$ cat src/rtl/mf_pin_pkg.sv
// mf_pin_pkg: constants, codes and carrier types for the pin router
// assumes a single system clock domain and byte-wide register access
package mf_pin_pkg;

    localparam int          NUM_PINS    = 8;
    localparam int          DIR_BIT     = 7;
    localparam logic [15:0] CFG_BASE    = 16'h0200;
    localparam logic [15:0] CFG_LAST    = 16'h0207;
    localparam logic [7:0]  CFG_RESET   = 8'h00;
    localparam logic [1:0]  STRAP_DELAY = 2'h3;

    // output function codes (direction bit set)
    localparam logic [6:0] OF_HIGH       = 7'h01;
    localparam logic [6:0] OF_DIV32      = 7'h02;
    localparam logic [6:0] OF_WDOG       = 7'h03;
    localparam logic [6:0] OF_EE_BASE    = 7'h04;
    localparam logic [6:0] OF_EE_LAST    = 7'h06;
    localparam logic [6:0] OF_SYS_LOCK   = 7'h07;
    localparam logic [6:0] OF_SYS_CAL    = 7'h08;
    localparam logic [6:0] OF_SYS_STABLE = 7'h0B;
    localparam logic [6:0] OF_DPLL_BASE  = 7'h10;
    localparam logic [6:0] OF_DPLL_LAST  = 7'h17;
    localparam logic [6:0] OF_CLAMP      = 7'h18;
    localparam logic [6:0] OF_TWH_AVAIL  = 7'h19;
    localparam logic [6:0] OF_TWH_UPD    = 7'h1A;
    localparam logic [6:0] OF_FAULT_BASE = 7'h20;
    localparam logic [6:0] OF_FAULT_LAST = 7'h23;
    localparam logic [6:0] OF_VALID_BASE = 7'h30;
    localparam logic [6:0] OF_VALID_LAST = 7'h33;
    localparam logic [6:0] OF_ACT_BASE   = 7'h40;
    localparam logic [6:0] OF_ACT_LAST   = 7'h43;
    localparam logic [6:0] OF_SYNC       = 7'h50;

    // input function codes (direction bit clear)
    localparam logic [6:0] IF_IO_UPDATE  = 7'h01;
    localparam logic [6:0] IF_PWRDN      = 7'h02;
    localparam logic [6:0] IF_WDOG_RST   = 7'h03;
    localparam logic [6:0] IF_IRQ_CLR    = 7'h04;
    localparam logic [6:0] IF_TWH_RST    = 7'h05;
    localparam logic [6:0] IF_HOLDOVER   = 7'h10;
    localparam logic [6:0] IF_FREERUN    = 7'h11;
    localparam logic [6:0] IF_IPO_RST    = 7'h12;
    localparam logic [6:0] IF_IPO_INC    = 7'h13;
    localparam logic [6:0] IF_IPO_DEC    = 7'h14;
    localparam logic [6:0] IF_OVR_BASE   = 7'h20;
    localparam logic [6:0] IF_FVT_BASE   = 7'h30;
    localparam logic [6:0] IF_CLOCK_OUTPUT_ZERO_EN    = 7'h40;
    localparam logic [6:0] IF_CLOCK_OUTPUT_ONE_EN    = 7'h41;
    localparam logic [6:0] IF_OUT_BOTH   = 7'h44;
    localparam logic [6:0] IF_SYNC       = 7'h45;

    // status bit positions
    localparam int SYS_LOCK_BIT   = 0;
    localparam int SYS_CAL_BIT    = 1;
    localparam int SYS_STABLE_BIT = 4;
    localparam int CLAMP_BIT      = 7;
    localparam int TWH_AVAIL_BIT  = 6;
    localparam int REF_FAULT_BIT  = 2;
    localparam int REF_VALID_BIT  = 3;
    // loop state bit for codes 16..23, in code order
    localparam logic [2:0] DPLL_BIT [0:7] = '{3'h0, 3'h1, 3'h2, 3'h3,
                                              3'h6, 3'h4, 3'h5, 3'h7};

    typedef struct packed {
        logic            watchdog_timeout;
        logic [2:0]      eeprom;
        logic [4:0]      system_clock_multiplier;
        logic [7:0]      dpll;
        logic [7:0]      loop_ext;
        logic            twh_updated;
        logic [3:0][7:0] ref_status;
        logic            dist_sync_pulse;
    } mf_status_t;

    typedef struct packed {
        logic       io_update;
        logic       power_down;
        logic       watchdog_reset;
        logic       irq_clear;
        logic       twh_reset;
        logic       force_holdover;
        logic       force_freerun;
        logic       ipo_reset;
        logic       ipo_inc;
        logic       ipo_dec;
        logic [3:0] ref_override;
        logic [3:0] force_validation;
        logic [1:0] out_enable;
        logic       dist_sync_request;
    } mf_control_t;

    typedef struct packed {
        logic        wr;
        logic        rd;
        logic [15:0] addr;
        logic [7:0]  wdata;
    } mf_reg_req_t;

    typedef struct packed {
        logic [7:0][7:0] cfg;
        logic [7:0]      sync1;
        logic [7:0]      sync2;
        logic [4:0]      div_cnt;
        mf_control_t     ctl;
        logic            sync_prev;
        logic [7:0]      pin_out;
        logic [7:0]      pin_oe_n;
        logic [7:0]      rdata;
        logic            rvalid;
        logic [7:0]      strap;
        logic            strap_valid;
        logic [1:0]      strap_cnt;
    } mf_state_t;

    localparam mf_state_t STATE_RST = '{pin_oe_n: 8'hFF, default: '0};

endpackage

$ cat src/rtl/multifunction_pin_router.sv
// multifunction_pin_router: eight configurable status/control pins
// assumes the register port is synchronous to clk_i; pins pass a two-flop synchronizer
`timescale 1ns/1ps
`default_nettype none

module multifunction_pin_router
(
    input  wire logic                     clk_i,
    input  wire logic                     nrst_i,
    input  wire mf_pin_pkg::mf_reg_req_t  reg_req_i,
    output var  logic [7:0]               reg_rdata_o,
    output var  logic                     reg_rvalid_o,
    input  wire mf_pin_pkg::mf_status_t   status_i,
    output var  mf_pin_pkg::mf_control_t  control_o,
    input  wire logic [7:0]               pin_i,
    output var  logic [7:0]               pin_o,
    output var  logic [7:0]               pin_oe_n_o,
    output var  logic [7:0]               strap_o,
    output var  logic                     strap_valid_o
);
    import mf_pin_pkg::*;

    logic [1:0] rst_ff;
    logic       rst_n;
    mf_state_t  state;
    mf_state_t  next_state;

    // ---------------------------------------------------------------
    // reset release
    // ---------------------------------------------------------------
    always_ff @(posedge clk_i or negedge nrst_i)
    begin
        if (!nrst_i)
            rst_ff <= 2'h0;
        else
            rst_ff <= {rst_ff[0], 1'b1};
    end
    assign rst_n = rst_ff[1];

    // ---------------------------------------------------------------
    // decode helpers
    // ---------------------------------------------------------------
    function automatic logic out_func(input logic [6:0] code, input mf_status_t st,
                                      input logic div);
        logic       r;
        logic [6:0] off;
        r = 1'b0;
        off = 7'h00;
        if (code == OF_HIGH)
            r = 1'b1;
        else if (code == OF_DIV32)
            r = div;
        else if (code == OF_WDOG)
            r = st.watchdog_timeout;
        else if (code >= OF_EE_BASE && code <= OF_EE_LAST)
        begin
            off = code - OF_EE_BASE;
            r = st.eeprom[off[1:0]];
        end
        else if (code == OF_SYS_LOCK)
            r = st.system_clock_multiplier[SYS_LOCK_BIT];
        else if (code == OF_SYS_CAL)
            r = st.system_clock_multiplier[SYS_CAL_BIT];
        else if (code == OF_SYS_STABLE)
            r = st.system_clock_multiplier[SYS_STABLE_BIT];
        else if (code >= OF_DPLL_BASE && code <= OF_DPLL_LAST)
        begin
            off = code - OF_DPLL_BASE;
            r = st.dpll[DPLL_BIT[off[2:0]]];
        end
        else if (code == OF_CLAMP)
            r = st.loop_ext[CLAMP_BIT];
        else if (code == OF_TWH_AVAIL)
            r = st.loop_ext[TWH_AVAIL_BIT];
        else if (code == OF_TWH_UPD)
            r = st.twh_updated;
        else if (code >= OF_FAULT_BASE && code <= OF_FAULT_LAST)
        begin
            off = code - OF_FAULT_BASE;
            r = st.ref_status[off[1:0]][REF_FAULT_BIT];
        end
        else if (code >= OF_VALID_BASE && code <= OF_VALID_LAST)
        begin
            off = code - OF_VALID_BASE;
            r = st.ref_status[off[1:0]][REF_VALID_BIT];
        end
        else if (code >= OF_ACT_BASE && code <= OF_ACT_LAST)
        begin
            off = code - OF_ACT_BASE;
            r = (st.loop_ext[1:0] == off[1:0]);
        end
        else if (code == OF_SYNC)
            r = st.dist_sync_pulse;
        return r;
    endfunction

    // level of the lowest-index input pin carrying code a or b
    function automatic logic pick(input logic [6:0] a, input logic [6:0] b,
                                  input logic [7:0][7:0] cfg, input logic [7:0] lvl);
        logic r;
        r = 1'b0;
        for (int i = NUM_PINS - 1; i >= 0; i--)
        begin
            if (!cfg[i][DIR_BIT] && (cfg[i][6:0] == a || cfg[i][6:0] == b))
                r = lvl[i];
        end
        return r;
    endfunction

    // ---------------------------------------------------------------
    // next state
    // ---------------------------------------------------------------
    always_comb
    begin
        logic       sync_lvl;
        logic [6:0] code;
        sync_lvl = 1'b0;
        code = 7'h00;
        next_state = state;

        next_state.sync1 = pin_i;
        next_state.sync2 = state.sync1;
        next_state.div_cnt = state.div_cnt + 5'h01;

        // register port
        next_state.rvalid = 1'b0;
        next_state.rdata = 8'h00;
        if (reg_req_i.addr >= CFG_BASE && reg_req_i.addr <= CFG_LAST)
        begin
            if (reg_req_i.wr)
                next_state.cfg[reg_req_i.addr[2:0]] = reg_req_i.wdata;
            if (reg_req_i.rd)
                next_state.rdata = state.cfg[reg_req_i.addr[2:0]];
        end
        if (reg_req_i.rd)
            next_state.rvalid = 1'b1;

        // pin outputs
        for (int i = 0; i < NUM_PINS; i++)
        begin
            if (state.cfg[i][DIR_BIT])
            begin
                // unused codes fall through to low
                next_state.pin_out[i] = out_func(state.cfg[i][6:0], status_i,
                                                 state.div_cnt[4]);
                next_state.pin_oe_n[i] = 1'b0;
            end
            else
            begin
                next_state.pin_out[i] = 1'b0;
                next_state.pin_oe_n[i] = 1'b1;
            end
        end

        // input controls, code 0 matches nothing
        next_state.ctl.io_update      = pick(IF_IO_UPDATE, IF_IO_UPDATE, state.cfg,
                                             state.sync2);
        next_state.ctl.power_down     = pick(IF_PWRDN, IF_PWRDN, state.cfg,
                                             state.sync2);
        next_state.ctl.watchdog_reset = pick(IF_WDOG_RST, IF_WDOG_RST, state.cfg,
                                             state.sync2);
        next_state.ctl.irq_clear      = pick(IF_IRQ_CLR, IF_IRQ_CLR, state.cfg,
                                             state.sync2);
        next_state.ctl.twh_reset      = pick(IF_TWH_RST, IF_TWH_RST, state.cfg,
                                             state.sync2);
        next_state.ctl.force_holdover = pick(IF_HOLDOVER, IF_HOLDOVER, state.cfg,
                                             state.sync2);
        next_state.ctl.force_freerun  = pick(IF_FREERUN, IF_FREERUN, state.cfg,
                                             state.sync2);
        next_state.ctl.ipo_reset      = pick(IF_IPO_RST, IF_IPO_RST, state.cfg,
                                             state.sync2);
        next_state.ctl.ipo_inc        = pick(IF_IPO_INC, IF_IPO_INC, state.cfg,
                                             state.sync2);
        next_state.ctl.ipo_dec        = pick(IF_IPO_DEC, IF_IPO_DEC, state.cfg,
                                             state.sync2);
        for (int k = 0; k < 4; k++)
        begin
            code = IF_OVR_BASE + 7'(k);
            next_state.ctl.ref_override[k] = pick(code, code, state.cfg,
                                                  state.sync2);
            code = IF_FVT_BASE + 7'(k);
            next_state.ctl.force_validation[k] = pick(code, code, state.cfg,
                                                      state.sync2);
        end
        next_state.ctl.out_enable[0] = pick(IF_CLOCK_OUTPUT_ZERO_EN, IF_OUT_BOTH, state.cfg,
                                            state.sync2);
        next_state.ctl.out_enable[1] = pick(IF_CLOCK_OUTPUT_ONE_EN, IF_OUT_BOTH, state.cfg,
                                            state.sync2);

        // sync request on falling edge of the selected level
        sync_lvl = pick(IF_SYNC, IF_SYNC, state.cfg, state.sync2);
        next_state.sync_prev = sync_lvl;
        next_state.ctl.dist_sync_request = state.sync_prev & ~sync_lvl;

        // strap capture once the synchronizer has settled
        if (!state.strap_valid)
        begin
            if (state.strap_cnt == STRAP_DELAY)
            begin
                next_state.strap = state.sync2;
                next_state.strap_valid = 1'b1;
            end
            else
                next_state.strap_cnt = state.strap_cnt + 2'h1;
        end
    end

    always_ff @(posedge clk_i or negedge rst_n)
    begin
        if (!rst_n)
            state <= STATE_RST;
        else
            state <= next_state;
    end

    assign reg_rdata_o   = state.rdata;
    assign reg_rvalid_o  = state.rvalid;
    assign control_o     = state.ctl;
    assign pin_o         = state.pin_out;
    assign pin_oe_n_o    = state.pin_oe_n;
    assign strap_o       = state.strap;
    assign strap_valid_o = state.strap_valid;
endmodule

`default_nettype wire
$ cat config.mk
export PLATFORM = sky130hd
export DESIGN_NAME = multifunction_pin_router
export DESIGN_NICKNAME = d
export VERILOG_FILES = /design/src/rtl/mf_pin_pkg.sv /design/src/rtl/multifunction_pin_router.sv
export SDC_FILE = /design/constraint.sdc
export NUM_CORES = 1
export LEC_CHECK = 0
export BUFFER_PORTS_ARGS = -buffer_cell sky130_fd_sc_hd__buf_2
export CAP_MARGIN = 5
export CELL_PAD_IN_SITES_DETAIL_PLACEMENT = 2
export CELL_PAD_IN_SITES_GLOBAL_PLACEMENT = 2
export CORE_MARGIN = 10
export CORE_UTILIZATION = 38
export CTS_BUF_LIST = sky130_fd_sc_hd__clkbuf_2 sky130_fd_sc_hd__clkbuf_4 sky130_fd_sc_hd__clkbuf_8
export DETAILED_ROUTE_END_ITERATION = 10
export GPL_TIMING_DRIVEN = 0
export PLACE_DENSITY = 0.89
export SKIP_CTS_REPAIR_TIMING = 1
export SYNTH_ARGS = -nofsm -noshare
export SYNTH_HDL_FRONTEND = slang
export SYNTH_SLANG_ARGS = --single-unit
export TNS_END_PERCENT = 50
$ cat constraint.sdc
create_clock -name clk_i -period 6.05 [get_ports clk_i]
set_input_delay 0.3025 -clock clk_i [delete_from_list [all_inputs] [get_ports clk_i]]
set_output_delay 0.3025 -clock clk_i [all_outputs]
set_load 0.05 [all_outputs]
==> results.py, run 1 <==
metrics = {
    "sta": {
        "finalCriticalPeriod_ps": 4210,
        "setup_viol": 0,
        "hold_ws_ps": 84.7,
        "rsz0062_at_grt": "no",
        "maxSlewViolCount": 0,
        "worstMarginPinSlew_ps": 1270,
        "fmaxAchievable_ghz": 0.238,
        "finClkSkew_ps": 25.7,
        "hold_viol": 0,
        "slew-limit-headroom": 0.148,
        "post-route-period-util": 0.696,
    },
    "final_layout": {
        "final_common_cell": "dfrtp_1",
        "diodes": 0,
        "nets": 1726,
        "fill_cells": 3711,
        "ff_latch_area_um2": 3640,
        "final_area_um2": 14500,
        "mostFrequentLayoutCells": "dfrtp_1, buf_2, nand2_1",
        "drive_gt1_frac": 0.225,
        "final_util": 0.442,
        "fin_cells": 2052,
        "multi_input_area_um2": 7970,
        "synthToLayoutAreaGrowth_pct": 14.1,
    },
    "yosys": {
        "syn-num-nets": 1583,
        "yosysWarnings": 0,
        "synthSimpleGateAreaFrac": 0.217,
        "ys_seq_area_frac": 0.287,
        "synth-compound-area-share": 0.210,
        "muxShareOfSynthArea": 0.160,
        "synth_top_family_by_area": "simple AND/OR/NAND/NOR gates",
        "syn_inst": 1454,
        "yosysUniqueCellTypes": 86,
        "avgSynthCellArea_um2": 8.72,
        "synth_fa_ha_area_frac": 0.0336,
        "synth_seq_cells": 145,
        "synthArstFlopShare": 1.00,
        "yosys_most_used_dff": "dfrtp_1",
        "synth_area_um2": 12700,
        "synth_xor_area_frac": 0.00760,
        "synth-edff-count": 0,
    },
    "critical_path": {
        "r2r_slack_ps": 1840,
        "r2r_start": "state[135]",
        "worst-path-buf-inv": 4,
        "crit_type": "register to register",
        "cp-startpoint": "state[135]",
        "cp.required_ps": 6460,
        "cp.arrival_ps": 4620,
        "crit_fanout": 10,
        "crit_slowest_cell": "a2111oi_0",
        "start_kind": "register",
        "crit_family": "compound AO/OA/AOI/OAI gates",
        "rr_worst_depth": 11,
        "r2r-end": "control_o[2]",
        "path_cells": "clkbuf_1 -> clkbuf_1 -> inv_1 -> ha_1 -> clkbuf_1 -> nand2_1 -> a2111oi_0 -> mux2i_1 -> a211oi_1 -> a2111oi_0 -> o41ai_1",
        "crit_path_frequent_cell": "clkbuf_1",
        "slowest_delay_ps": 910,
        "worstSetupEndpointType": "register",
    },
    "global_routing": {
        "grt_usage": 0.315,
        "first_global_vias": 14600,
        "grt_pass1_wl_mm": 97.2,
        "antenna_found_initial": 1,
        "grt_overflow": 0,
        "grt_max_degree": 57,
    },
    "placement": {
        "dp_hpwl_mm": 49.3,
        "dp.cells": 2010,
        "portBuffers": 112,
        "placed_area_um2": 13800,
        "gp_congestion": 0.987,
    },
    "die": {
        "rows": 66,
        "ioPinCount": 150,
        "dieArea_um2": 41100,
        "die_x_um": 203,
        "core_um2": 32700,
        "initial_core_util": 0.388,
        "die_height_um": 203,
    },
    "min_path": {
        "hold_class": "input pin to async pin",
    },
    "routing": {
        "post-route-drc-count": 0,
        "first_iter_violations": 1908,
        "dr.pass1.iters": 6,
        "vias": 14000,
        "via_per_inst": 6.81,
        "wl_per_cell_um": 32.5,
        "ant_nets": 0,
        "drt_wl_total_mm": 66.6,
    },
    "clock_tree": {
        "h-tree-depth": 4,
        "root_buffer": "clkbuf_8",
        "cts_buffers": 17,
        "cts_sinks": 145,
        "clk_pin_slew_ps": 90,
        "clock_path_buffers": 2,
        "clk_latency_ps": 550,
        "cts_tree": "done",
    },
    "power_and_ir_drop": {
        "ir_worst_vdd_mv": 0.138,
        "total_power_w": 0.00228,
        "p_per_area_nw_per_um2": 158,
        "p_leak_nw": 5.83,
    },
    "run": {
        "max-cap-violations": 0,
    },
    "outcome": {
        "status": "finished, final reports clean",
    },
}
==> worst reg2reg max path, delay by kind of cell, from the launching register on <==
kind	cells	cell delay [ps]
buffers and inverters	4	1210
and+or+nand+nor	1	160
DFF	1	420
AOI/OAI and AO/OA	4	1820
muxes	1	310
adders and majority gates	1	170
==> worst max path at each step <==
stage / end / slack, ps / cells past startpoint
after floorplan: control_o[0] / 1720 / 0
after global placement: strap_o[7] / -50 / 0
final: control_o[2] / 1840 / 11
after detailed placement: control_o[2] / 2130 / 11
after CTS: control_o[2] / 2080 / 11
after global routing: control_o[2] / 1670 / 11
==> cell type report <==
| class | instances | area share |
|---|---|---|
| multi-input cells | 1084 | 0.551 |
| flip-flops and latches | 145 | 0.252 |
| plain buffers | 177 | 0.0611 |
| repair buffers | 124 | 0.0495 |
| well taps | 442 | 0.0382 |
| clock buffers | 20 | 0.0186 |
| clock inverters | 12 | 0.0174 |
| inverters | 48 | 0.0125 |
==> kinds of logic after synthesis <==
kind of cell,Yosys count
buffers and inverters,225
AOI/OAI and AO/OA,386
xor gates and xnor gates,11
muxes,141
other,1
and+or+nand+nor,511
adders and majority gates,34
DFF,145
==> flip-flops by register name, summed over array words and instances, names as in the netlist <==
name           count
control_o         21
next_state         8
pin_o              8
pin_oe_n_o         8
reg_rdata_o        8
reg_rvalid_o       1
rst_ff             2
state             80
strap_o            8
strap_valid_o      1
==> metrics by stage <==
step	setup TNS (ps)	worst slack, ps
5_1_grt	0	1670
2_1_floorplan	0	1720
3_3_place_gp	-4650	-54.4
4_1_cts	0	2080
3_5_place_dp	0	2130
6_report	0	1840
==> cell usage after synthesis, types with 26 or more instances <==
cell type	instances	area share
dfrtp_1	137	0.27
nand2_1	109	0.032
clkbuf_1	105	0.031
nor2_1	94	0.028
a21oi_1	87	0.034
mux2_2	73	0.065
nand3_1	65	0.026
o21ai_0	60	0.024
buf_4	53	0.031
nor3_1	53	0.021
inv_1	48	0.014
mux4_2	42	0.075
ha_1	34	0.034
mux2i_1	26	0.021
==> per-layer routing <==
| layer | vias up | track usage | part of all wire |
|---|---|---|---|
| met1 | 7136 | 0.392 | 0.39 |
| li1 | 5741 | - | - |
| met3 | 241 | 0.0708 | 0.092 |
| met5 | - | 0 | 0 |
| met2 | 864 | 0.488 | 0.45 |
| met4 | 0 | 0.193 | 0.067 |
==> power breakdown <==
part / internal [W] / total (W) / switching [W]
sequential: 0.000978 / 0.000989 / 0.0000110
combinational: 0.0000699 / 0.000238 / 0.000168
clock: 0.000603 / 0.00106 / 0.000452
total: 0.00165 / 0.00228 / 0.000631
Power figures use the tool's default switching activity.
==> inputs of run 2 (changes only) <==
==> constraint.sdc (replaced) <==
create_clock -name clk_i -period 4 [get_ports clk_i]
set_input_delay 0.2 -clock clk_i [delete_from_list [all_inputs] [get_ports clk_i]]
set_output_delay 0.2 -clock clk_i [all_outputs]
set_load 0.05 [all_outputs]
==> results.py, run 2 (synthesized netlist as in run 1, its figures left out) <==
metrics = {
    "critical_path": {
        "crit_fanout": 10,
        "worstSetupEndpointType": "register",
        "start_kind": "register",
        "cp.required_ps": 4360,
        "cp.arrival_ps": 4260,
        "crit_type": "register to register",
    },
    "sta": {
        "hold_ws_ps": 92.2,
        "finalCriticalPeriod_ps": 3900,
        "setup_slack_ps": 99.9,
        "fmaxAchievable_ghz": 0.256,
        "post-route-period-util": 0.975,
        "hold_viol": 0,
        "rsz0062_at_grt": "no",
        "setup_viol": 0,
        "slew-limit-headroom": -0.00438,
        "worstMarginPinSlew_ps": 1490,
        "finClkSkew_ps": 21.9,
        "finalSetupTns_ps": 0,
        "maxSlewViolCount": 1,
    },
    "power_and_ir_drop": {
        "p_sw_w": 0.000958,
        "p_per_area_nw_per_um2": 212,
        "swShare": 0.315,
        "comb_power_share": 0.118,
        "ir_worst_vdd_mv": 0.211,
        "p_leak_nw": 5.76,
        "p_clk_frac": 0.391,
        "internal-power_w": 0.00209,
        "p_seq_frac": 0.492,
    },
    "die": {
        "die_x_um": 203,
        "ioPinCount": 150,
        "rows": 66,
        "die_height_um": 203,
        "dieArea_um2": 41100,
        "core_um2": 32700,
        "initial_core_util": 0.388,
    },
    "clock_tree": {
        "h-tree-depth": 4,
        "cts_tree": "done",
        "cts_buffers": 17,
        "cts_sinks": 145,
        "root_buffer": "clkbuf_8",
        "clock_path_buffers": 2,
        "clk_latency_ps": 540,
        "clk_pin_slew_ps": 90,
    },
    "placement": {
        "dp_hpwl_mm": 49.4,
        "portBuffers": 112,
        "placed_area_um2": 13800,
        "gp_congestion": 0.982,
        "place_ws_ps": -0.447,
    },
    "final_layout": {
        "final_common_cell": "dfrtp_1",
        "synthToLayoutAreaGrowth_pct": 13.2,
        "nets": 1728,
        "largest_register_ffs": 80,
        "final_area_um2": 14300,
        "mostFrequentLayoutCells": "dfrtp_1, buf_2, nand2_1",
        "drive_gt1_frac": 0.226,
        "largest_register": "state",
    },
    "global_routing": {
        "grt_pass1_wl_mm": 97.9,
        "grt_usage": 0.316,
        "grt_max_degree": 60,
        "antenna_found_initial": 0,
        "first_global_vias": 14700,
        "grt_overflow": 0,
    },
    "routing": {
        "drt_wl_total_mm": 66.2,
        "ant_nets": 0,
        "post-route-drc-count": 0,
        "dr.pass1.iters": 6,
        "first_iter_violations": 1662,
        "wl_per_cell_um": 32.2,
        "via_per_inst": 6.77,
        "vias": 13900,
    },
    "min_path": {
        "hold_class": "input pin to register",
    },
    "outcome": {
        "status": "finished, violations left",
        "violations": "max-capacitance violations, max-slew violations",
    },
    "run": {
        "max-cap-violations": 1,
    },
}
[run 2: routing by layer]
metal / GRT usage / routed length, um / vias up
li1: - / - / 5742
met1: 0.391 / 25800 / 7079
met2: 0.485 / 29400 / 842
met3: 0.0659 / 6210 / 258
met4: 0.220 / 4830 / 0
met5: 0 / 0 / -
[run 2: path summary, 6_finish.rpt]
| path | start | endpoint | slack (ps) | cells past startpoint |
|---|---|---|---|---|
| max | state[135] | control_o[2] | 100 | 11 |
| max reg2reg | state[135] | control_o[2] | 100 | 11 |
| min in group asynchronous | rst_ff[1] | state[90] | 320 | 0 |
| min reg2reg | rst_ff[1] | state[90] | 320 | 0 |
| max in group asynchronous | rst_ff[1] | pin_oe_n_o[4] | 2930 | 1 |
| min | reg_req_i[0] | state[111] | 90 | 3 |
[run 2: power by group through the flow]
stage               clock [W]  combinational, W  sequential [W]
floorplan                   0          0.000140         0.00154
global route          0.00126          0.000366         0.00150
CTS                   0.00121          0.000336         0.00150
global placement            0          0.000294         0.00155
finish                0.00119          0.000359         0.00150
detailed placement          0          0.000334         0.00153
[run 2: final cells by class]
| type | instances | area (um2) |
|---|---|---|
| timing repair buffer | 126 | 731 |
| fill | 3746 | 18400 |
| clock buffer | 18 | 241 |
| antenna | 1 | 2.50 |
| buffer | 177 | 883 |
| clock inverter | 14 | 133 |
| sequential | 145 | 3640 |
| tap | 442 | 553 |
| inverter | 48 | 180 |
| multi-input combinational | 1084 | 7980 |
[run 2: critical path: stages, from the launching register on]
cell and delay, ps:
dfrtp_1 380, clkbuf_1 420, clkbuf_1 500, inv_1 150, ha_1 230, clkbuf_1 230
nand2_1 190, a2111oi_2 110, mux2i_1 240, a211oi_1 130, a2111oi_0 910, o41ai_1 230
[run 2: stage by stage]
step	cells	util	total power (W)
global route	2054	0.439	0.00313
finish	2055	0.439	0.00305
CTS	2042	0.435	0.00305
detailed placement	2010	0.423	0.00186
global placement	2008	0.422	0.00184
floorplan	1454	-	0.00168
